$ cat src/verilog/oamie_pkg.sv
// Purpose: Shared types and constants for the four-instruction execute slice.
// Assumes: 14-bit instruction words, 8-bit data path, 7-bit file addresses.
// Notes: Opcode patterns are matched on the top bits of the instruction word.
package oamie_pkg;

    // Data path and field widths.
    localparam int DATA_W = 8;
    localparam int ADDR_W = 7;
    localparam int INSTR_W = 14;

    // Field positions inside the instruction word.
    localparam int LIT_LSB = 0;
    localparam int ADDR_LSB = 0;
    localparam int DEST_BIT = 7;
    localparam int OPC6_LSB = 8;
    localparam int OPC4_LSB = 10;

    // Opcode patterns; the load-literal form only checks four bits.
    localparam logic [5:0] OPC_OR_LIT = 6'h38;
    localparam logic [5:0] OPC_OR_FILE = 6'h04;
    localparam logic [5:0] OPC_COPY_FILE = 6'h08;
    localparam logic [3:0] OPC_LOAD_LIT = 4'hc;

    // Destination choice encoding.
    localparam logic DEST_ACC = 1'b0;
    localparam logic DEST_FILE = 1'b1;

    // Reset values.
    localparam logic [DATA_W-1:0] ACC_RESET = 8'h00;
    localparam logic ZERO_RESET = 1'b0;

    // Timing: one instruction cycle is four clock periods at 100 ns each.
    localparam int CLK_PERIOD_NS = 100;
    localparam int PHASES_PER_CYCLE = 4;
    localparam int INSTR_CYCLE_NS = CLK_PERIOD_NS * PHASES_PER_CYCLE;

    // Phases of one instruction cycle.
    typedef enum logic [1:0] {
        PH_Q1,
        PH_Q2,
        PH_Q3,
        PH_Q4
    } oamie_phase_e;

    // Operations that this slice executes.
    typedef enum logic [2:0] {
        OP_NONE,
        OP_OR_LIT,
        OP_OR_FILE,
        OP_LOAD_LIT,
        OP_COPY_FILE
    } oamie_op_e;

    // Decoded instruction held through the cycle.
    typedef struct packed {
        oamie_op_e op;
        logic dest;
        logic [ADDR_W-1:0] addr;
        logic [DATA_W-1:0] lit;
    } oamie_dec_s;

    // Register-file write port.
    typedef struct packed {
        logic en;
        logic [ADDR_W-1:0] addr;
        logic [DATA_W-1:0] data;
    } oamie_fwr_s;

endpackage

$ cat src/verilog/oamie_phase_gen.sv
// Purpose: Four-phase sequencer that splits the core clock into Q1..Q4.
// Assumes: Synchronous active-high reset; one phase per clock.
// Notes: Restarts at Q1 after reset so a new instruction is decoded first.
`timescale 1ns/1ps

module oamie_phase_gen (
    input wire logic clk,
    input wire logic rst,
    output oamie_pkg::oamie_phase_e phase
);
    import oamie_pkg::*;

    oamie_phase_e phase_reg;
    oamie_phase_e phase_next;

    // Advance one phase per clock, wrapping from Q4 back to Q1.
    always_comb begin
        case (phase_reg)
            PH_Q1: phase_next = PH_Q2;
            PH_Q2: phase_next = PH_Q3;
            PH_Q3: phase_next = PH_Q4;
            default: phase_next = PH_Q1;
        endcase
    end

    // Phase register.
    always_ff @(posedge clk) begin
        if (rst) begin
            phase_reg <= PH_Q1;
        end else begin
            phase_reg <= phase_next;
        end
    end

    assign phase = phase_reg;

endmodule

$ cat src/verilog/oamie_exec.sv
// Purpose: Decode and execute OR-literal, OR-with-file, load-literal and copy-file.
// Assumes: instr_word is valid in Q1; file_rd_data answers file_rd_addr within Q2.
// Notes: Any other opcode runs as a no-operation; nothing is written.
`timescale 1ns/1ps

// Summary of operation
// - OR-literal ORs the immediate into the accumulator and updates zero.
// - The immediate is the unsigned low byte of the instruction, 0 to 255.
// - Load-literal puts the immediate in the accumulator; don't-care bits ignored.
// - Copy-file reads the addressed file and writes it unchanged to the target.
// - Copy-file choice bit 0 targets the accumulator, 1 the same file register.
// - Copy-file updates zero from the moved value, giving a zero test.
// - File addresses are seven bits, 0 to 127; the choice bit is one bit.
module oamie_exec (
    input wire logic clk,
    input wire logic rst,
    input wire logic [oamie_pkg::INSTR_W-1:0] instr_word,
    input wire logic [oamie_pkg::DATA_W-1:0] file_rd_data,
    output oamie_pkg::oamie_phase_e phase,
    output logic [oamie_pkg::ADDR_W-1:0] file_rd_addr,
    output oamie_pkg::oamie_fwr_s file_wr,
    output logic [oamie_pkg::DATA_W-1:0] acc,
    output logic zero_flag
);
    import oamie_pkg::*;

    oamie_phase_e phase_cur;
    oamie_dec_s dec_reg;
    oamie_dec_s dec_next;
    logic [ADDR_W-1:0] rd_addr_reg;
    logic [ADDR_W-1:0] rd_addr_next;
    logic [DATA_W-1:0] operand_reg;
    logic [DATA_W-1:0] operand_next;
    logic [DATA_W-1:0] result_reg;
    logic [DATA_W-1:0] result_next;
    oamie_fwr_s fwr_reg;
    oamie_fwr_s fwr_next;
    logic [DATA_W-1:0] acc_reg;
    logic [DATA_W-1:0] acc_next;
    logic zero_reg;
    logic zero_next;

    oamie_phase_gen u_phase (
        .clk(clk),
        .rst(rst),
        .phase(phase_cur)
    );

    // Decode in Q1; the read address is registered so the file sees it during Q2.
    always_comb begin
        dec_next = dec_reg;
        rd_addr_next = rd_addr_reg;
        if (phase_cur == PH_Q1) begin
            dec_next.lit = instr_word[LIT_LSB +: DATA_W];
            dec_next.addr = instr_word[ADDR_LSB +: ADDR_W];
            dec_next.dest = instr_word[DEST_BIT];
            rd_addr_next = instr_word[ADDR_LSB +: ADDR_W];
            // Bits 9:8 of load-literal are don't-care, so only four bits match.
            if (instr_word[OPC6_LSB +: 6] == OPC_OR_LIT) begin
                dec_next.op = OP_OR_LIT;
            end else if (instr_word[OPC4_LSB +: 4] == OPC_LOAD_LIT) begin
                dec_next.op = OP_LOAD_LIT;
            end else if (instr_word[OPC6_LSB +: 6] == OPC_OR_FILE) begin
                dec_next.op = OP_OR_FILE;
            end else if (instr_word[OPC6_LSB +: 6] == OPC_COPY_FILE) begin
                dec_next.op = OP_COPY_FILE;
            end else begin
                dec_next.op = OP_NONE;
            end
        end
    end

    // Decode state.
    always_ff @(posedge clk) begin
        if (rst) begin
            dec_reg <= '{op: OP_NONE, dest: DEST_ACC, addr: '0, lit: '0};
            rd_addr_reg <= '0;
        end else begin
            dec_reg <= dec_next;
            rd_addr_reg <= rd_addr_next;
        end
    end

    // Q2 fetches the operand, Q3 forms the result and stages the file write.
    always_comb begin
        operand_next = operand_reg;
        result_next = result_reg;
        fwr_next = fwr_reg;
        fwr_next.en = 1'b0;
        if (phase_cur == PH_Q2) begin
            if (dec_reg.op == OP_OR_FILE || dec_reg.op == OP_COPY_FILE) begin
                operand_next = file_rd_data;
            end else begin
                operand_next = dec_reg.lit;
            end
        end
        if (phase_cur == PH_Q3) begin
            case (dec_reg.op)
                OP_OR_LIT: result_next = acc_reg | operand_reg;
                OP_OR_FILE: result_next = acc_reg | operand_reg;
                OP_COPY_FILE: result_next = operand_reg;
                default: result_next = operand_reg;
            endcase
            // The write is staged here so the port shows it for all of Q4.
            fwr_next.addr = dec_reg.addr;
            fwr_next.en = (dec_reg.op == OP_OR_FILE || dec_reg.op == OP_COPY_FILE)
                && dec_reg.dest == DEST_FILE;
            if (dec_reg.op == OP_COPY_FILE) begin
                fwr_next.data = operand_reg;
            end else begin
                fwr_next.data = acc_reg | operand_reg;
            end
        end
    end

    // Datapath state.
    always_ff @(posedge clk) begin
        if (rst) begin
            operand_reg <= '0;
            result_reg <= '0;
            fwr_reg <= '0;
        end else begin
            operand_reg <= operand_next;
            result_reg <= result_next;
            fwr_reg <= fwr_next;
        end
    end

    // Q4 commits the accumulator and the zero flag.
    always_comb begin
        acc_next = acc_reg;
        zero_next = zero_reg;
        if (phase_cur == PH_Q4) begin
            case (dec_reg.op)
                OP_OR_LIT: begin
                    acc_next = result_reg;
                    zero_next = (result_reg == '0);
                end
                OP_OR_FILE: begin
                    if (dec_reg.dest == DEST_ACC) begin
                        acc_next = result_reg;
                    end
                    zero_next = (result_reg == '0);
                end
                OP_COPY_FILE: begin
                    if (dec_reg.dest == DEST_ACC) begin
                        acc_next = result_reg;
                    end
                    // Writing a register onto itself still sets zero: a cheap test.
                    zero_next = (result_reg == '0);
                end
                OP_LOAD_LIT: begin
                    acc_next = result_reg;
                end
                default: begin
                    acc_next = acc_reg;
                end
            endcase
        end
    end

    // Architectural state.
    always_ff @(posedge clk) begin
        if (rst) begin
            acc_reg <= ACC_RESET;
            zero_reg <= ZERO_RESET;
        end else begin
            acc_reg <= acc_next;
            zero_reg <= zero_next;
        end
    end

    assign phase = phase_cur;
    assign file_rd_addr = rd_addr_reg;
    assign file_wr = fwr_reg;
    assign acc = acc_reg;
    assign zero_flag = zero_reg;

    logic q1_or_lit;
    logic q1_load;
    logic q1_or_file;
    logic q1_copy;
    assign q1_or_lit = phase_cur == PH_Q1 && instr_word[13:8] == OPC_OR_LIT;
    assign q1_load = phase_cur == PH_Q1 && instr_word[13:10] == OPC_LOAD_LIT;
    assign q1_or_file = phase_cur == PH_Q1 && instr_word[13:8] == OPC_OR_FILE;
    assign q1_copy = phase_cur == PH_Q1 && instr_word[13:8] == OPC_COPY_FILE;
endmodule

$ cat config.mk
export PLATFORM = sky130hd
export DESIGN_NAME = oamie_exec
export DESIGN_NICKNAME = d
export VERILOG_FILES = /design/src/verilog/oamie_pkg.sv /design/src/verilog/oamie_phase_gen.sv /design/src/verilog/oamie_exec.sv
export SDC_FILE = /design/constraint.sdc
export NUM_CORES = 1
export LEC_CHECK = 0
export BUFFER_PORTS_ARGS = -buffer_cell sky130_fd_sc_hd__buf_2
export CAP_MARGIN = 20
export CELL_PAD_IN_SITES_DETAIL_PLACEMENT = 0
export CELL_PAD_IN_SITES_GLOBAL_PLACEMENT = 2
export CORE_ASPECT_RATIO = 2
export CORE_UTILIZATION = 33
export CTS_CLUSTER_SIZE = 20
export DETAILED_ROUTE_END_ITERATION = 8
export PLACE_DENSITY_LB_ADDON = 0.05
export SLEW_MARGIN = 5
export SYNTH_ARGS = -nofsm -noshare
export SYNTH_HDL_FRONTEND = slang
export SYNTH_HIERARCHICAL = 1
export SYNTH_SLANG_ARGS = --single-unit
$ cat constraint.sdc
create_clock -name clk -period 4.9 [get_ports clk]
set_clock_uncertainty 0.2 [all_clocks]
set_input_delay 0.245 -clock clk [delete_from_list [all_inputs] [get_ports clk]]
set_output_delay 0.245 -clock clk [all_outputs]
set_load 0.05 [all_outputs]
Word level (Yosys, flattened, before mapping) --
Index checks and enable logic that the tools add are counted.
Storage, ports and cells: output and inout bits 34, word-level logic and storage cells 48, flip-flop bits (word level) 62, bits of input ports 24
Cells by class: bitwise gates (word level) 2, equality and inequality tests 12, reductions and logical operators 12, mux-type cells 10
Operators with widths (count):
- 2-to-1 mux 8 bit | 4
- one-hot mux 8 bit (2 select lines) | 1
- 2-to-1 mux 3 bit | 4
- zero test 8 bit | 1
- bitwise OR 8 bit | 1
- OR reduction 2 bit | 4
- == test 3 x 2 -> 1 bit, second input constant | 2
- == test 6 x 3 -> 1 bit, second input constant | 1
- == test 6 x 4 -> 1 bit, second input constant | 1
- == test 6 bit, second input constant | 1
- one-hot mux 2 bit (3 select lines) | 1
- == test 2 bit, second input constant | 2
- == test 4 bit, second input constant | 1
- == test 3 x 1 -> 1 bit, second input constant | 1
- == test 3 bit, second input constant | 1
- AND reduction 3 bit | 1
- OR reduction 3 bit | 1
- == test 2 x 1 -> 1 bit, second input constant | 1
- zero test 2 bit | 1
- inequality test 2 bit, second input constant | 1
- AND reduction 2 bit | 1
- nonzero test 2 bit | 1
- logical AND 1 bit | 1
- logical OR 1 bit | 1
- NOT 1 bit | 1

Longest topological paths before layout --
depth after elaboration 5, gate-level depth with buffers 5, depth with buffers taken out 4

Hierarchy --
The synthesis kept the hierarchy.
By module, submodules not included:
- oamie_exec | cells an instance 262, area each 2260.9 µm², seq. area each 1041.0 µm², times used 1
- oamie_phase_gen | cells an instance 10, area each 105.1 µm², seq. area each 40.0 µm², times used 1

Worst setup path before layout --
No wires, ideal clock.
path type reg2reg, from register u_phase.phase_reg[1], in the netlist u_phase/phase[1], to register operand_reg[5], path buffers 2, library setup time 0.086 ns, slack 2.904 ns, data required time 4.614 ns, stages on the path, launching flop included 6, arrival time 1.711 ns, clock period less this slack 1.996 ns, path through dfxtp_1 -> nand2b_1 -> clkbuf_1 -> clkbuf_1 -> nor4_1 -> a211oi_1
On the way: word-level cells in the longest chain between the ends 1
RTL lines:
- start, declared | line oamie_phase_gen.sv:13 | oamie_phase_e phase_reg;
- start signal, assigned | line oamie_phase_gen.sv:31 | phase_reg <= phase_next;
- == test 2 x 1 -> 1 bit | line oamie_exec.sv:90 | if (phase_cur == PH_Q2) begin
- end signal, assigned | line oamie_exec.sv:123 | operand_reg <= operand_next;
- end, declared | line oamie_exec.sv:32 | logic [DATA_W-1:0] operand_reg;
Every way passes these cells. A chain may end at the register's enable or synchronous reset.

Final worst setup path --
from register dec_reg[16] (netlist bit), to register acc_reg[7], in the netlist acc[7]
On the way: word-level cells in the longest chain between the ends 4, elaborated cells on any way between the ends 10, classes of those cells eq/ne (5); mux (1); reduce/logical (4)
RTL lines:
- start, declared | line oamie_exec.sv:28 | oamie_dec_s dec_reg;
- start signal, assigned | line oamie_exec.sv:76 | dec_reg <= '{op: OP_NONE, dest: DEST_ACC, addr: '0, lit: '0};
- start signal, assigned | line oamie_exec.sv:79 | dec_reg <= dec_next;
- == test 3 x 2 -> 1 bit, or another cell as far along | line oamie_exec.sv:134 | case (dec_reg.op)
- OR reduction 2 bit (no source line)
- inequality test 2 bit (no source line) or nonzero test 2 bit (tied branches)
- AND reduction 3 bit (no source line)
- end signal, assigned | line oamie_exec.sv:168 | acc_reg <= acc_next;
- end, declared | line oamie_exec.sv:38 | logic [DATA_W-1:0] acc_reg;
Parallel ways exist; a longest one is shown, timed or not.

==> impl_metrics.yaml <==
synthesis:
  synth-compound-area-share_pct: 16.8
  yosys-top-cells-count: "54 x dfxtp_1, 33 x nand2_1, 26 x nor2_1"
  synth_xor_area_share_pct: 0.740
  syn_inst: 272
  avgSynthCellArea_um2: 8.70
  yosys.area_share.simple_pct: 25.4
  syn-num-nets: 299
  yosysMostFrequentCell: "dfxtp_1"
  ys_types: 32
  ys_seq_elements: 54
  ys.warnings.count: 6
  synth_area_um2: 2370
  synth_area_leader_cell: "dfxtp_1"
  synth_top_family_by_area: "simple AND/OR/NAND/NOR gates"
  muxShareOfSynthArea_pct: 3.81
  synthAdderAreaFrac_pct: 1.59
  synthArstFlopShare_pct: 0
  yosys_most_used_dff: "dfxtp_1"
  synth_edf_count: 0
  yosysTopAreaCellShare_pct: 45.7
  synth-seq-area-share_pct: 45.7
  synthTopCellsByArea: "dfxtp_1 46%, nand2b_1 5.3%, nand2_1 5.2%, a211oi_1 5.1%, nor2_1 4.1%"
power:
  vdd_drop_max_uv: 253
  p_leak_nw: 1.16
  pwr_density_cell_nw_per_um2: 594
  finalPower_w: 0.00172
sta:
  rsz0062_at_grt: "no"
  hold_violations: 0
  slew_headroom_pct: 30.4
  tightest_slew_ns: 1.04
  setup_tns_ns: 0
  finalCritPeriodShare_pct: 45.0
  drv_slew: 0
  fmax_mhz: 453
  fin_crit_ns: 2.21
  whs_ns: 0.0766
  setup_viol: 0
cts:
  clockBufferDepth: 2
  post_cts_buffers: 0
  cts_hold_buf: 9
  cts_tree: "yes"
  clk_latency_ns: 0.29
  numCtsBuffers: 5
  cts.sinks: 54
  cts_root_buf: "clkbuf_16"
  clkSlewWorstSetupHoldPaths_ns: 0.07
  ctsResizeCount: 0
  htreeDepth: 2
floorplan:
  design.core.area_um2: 6940
  die-area_um2: 7530
  die_width_um: 61.9
  die_h_um: 122
  initial_utilization_pct: 34.1
  num_rows: 43
  pin_count: 58
global_route:
  grt_pass1_vias: 1905
  grt_start_max_net_pins: 65
  grt_pass1_wl_um: 9650
  grt_usage_pct: 17.7
  antenna_found_initial: 0
  grt-ovfl-total: 0
placement:
  dp.cells: 394
  dp_hpwl_um: 4350
  gp_congestion: 0.740
  io_buffers: 57
final_layout:
  drive_above_1_share_pct: 21.8
  syn2layout_area_growth_pct: 22.4
  fin_cells: 411
  nNetsFinal: 347
  largest_register_ffs: 16
  antennaDiodeCount: 0
route:
  vias: 2016
  drt_iter0_markers: 83
  drc: 0
  first_pass_iters: 4
  wirelength_um: 6070
  viasPerCell: 4.91
  ant_nets: 0
  wl_per_cell_um: 14.8
critical_path:
  worstPathArrival_ns: 2.23
  r2r_end: "acc[7]"
  worstSetupPathType: "reg2reg"
  path_max_fanout: 14
  worstSetupStartpoint: "dec_reg[16]"
  r2r_setup_slack_ns: 2.69
  end_kind: "flop"
  rr_startpoint: "dec_reg[16]"
  required_ns: 4.93
  worstRegToRegCells: 3
  start_kind: "flop"
hold_path:
  hold_path.startpoint: "instr_word[10]"
  hold_path_class: "in2reg"
  min_path_cells: 3
  holdPathEnd: "dec_reg[18]"
outcome:
  status: "finished clean"
run:
  maxCapViolations: 0
worst max path at each step:
stage | to | slack (ns) | cells past startpoint
floorplan | operand_reg[5] | 2.90 | 5
global placement | acc[5] | 2.68 | 3
detailed placement | acc[5] | 2.64 | 3
CTS | acc[5] | 2.61 | 3
global route | acc[0] | 2.53 | 3
finish | acc[7] | 2.69 | 3
per-stage QoR:
stage          setup slack, ns  utilization, %  area [um^2]
2_1_floorplan             2.90               -         2370
3_3_place_gp              2.68            38.0         2640
3_5_place_dp              2.64            38.0         2640
4_1_cts                   2.61            41.7         2900
5_1_grt                   2.53            41.7         2900
6_report                  2.69            41.7         2900
critical path, stage by stage, from the launching register on:
cell and delay [ns]:
dfxtp_1 0.44, or3b_1 0.62, a221oi_4 0.63, mux2i_1 0.25
final cells by class:
type                    instances  area, um^2
fillers                       725        4050
clock buffers                   5         125
inverters                       3        11.3
clock inverters                 3        40.0
flip-flops and latches         54        1080
well taps                      90         113
repair buffers                 67         383
multi-input cells             189        1140
cell families (layout without fill, tap and decap cells):
kind of cell / Yosys count / count (layout)
and+or+nand+nor: 120 / 120
DFF: 54 / 54
adders and majority gates: 3 / 3
xor gates and xnor gates: 2 / 2
AOI/OAI and AO/OA: 55 / 55
buffers and inverters: 29 / 78
muxes: 9 / 9
cell usage in the layout (no fill, tap or decap), types with 2 or more instances in the layout:
cell type / synthesis / routed
buf_2: 0 / 57
dfxtp_1: 54 / 54
nand2_1: 33 / 33
nor2_1: 26 / 26
nand2b_1: 20 / 20
a21oi_1: 18 / 18
a211oi_1: 16 / 16
nor3_1: 16 / 16
nor4_1: 11 / 11
o21bai_1: 9 / 9
mux2i_1: 9 / 9
dlygate4sd3_1: 0 / 9
a311oi_1: 8 / 8
clkbuf_16: 0 / 5
nor2b_1: 3 / 3
inv_1: 3 / 3
ha_1: 3 / 3
or2_2: 2 / 2
and3b_1: 2 / 2
nand3b_1: 2 / 2
clkinv_2: 0 / 2
metal layers:
| metal | global-route usage (%) | wire length (um) |
|---|---|---|
| met1 | 20.0 | 2480 |
| met2 | 30.6 | 3260 |
| met3 | 3.50 | 172 |
| met4 | 7.64 | 160 |
| met5 | 0 | 0 |
power by group:
part           leakage (nW)  switching [W]  internal (W)
registers             0.441       0.000106      0.000551
logic                 0.635       0.000468      0.000194
clock network        0.0836       0.000161      0.000239
(Power assumes the default switching activity.)
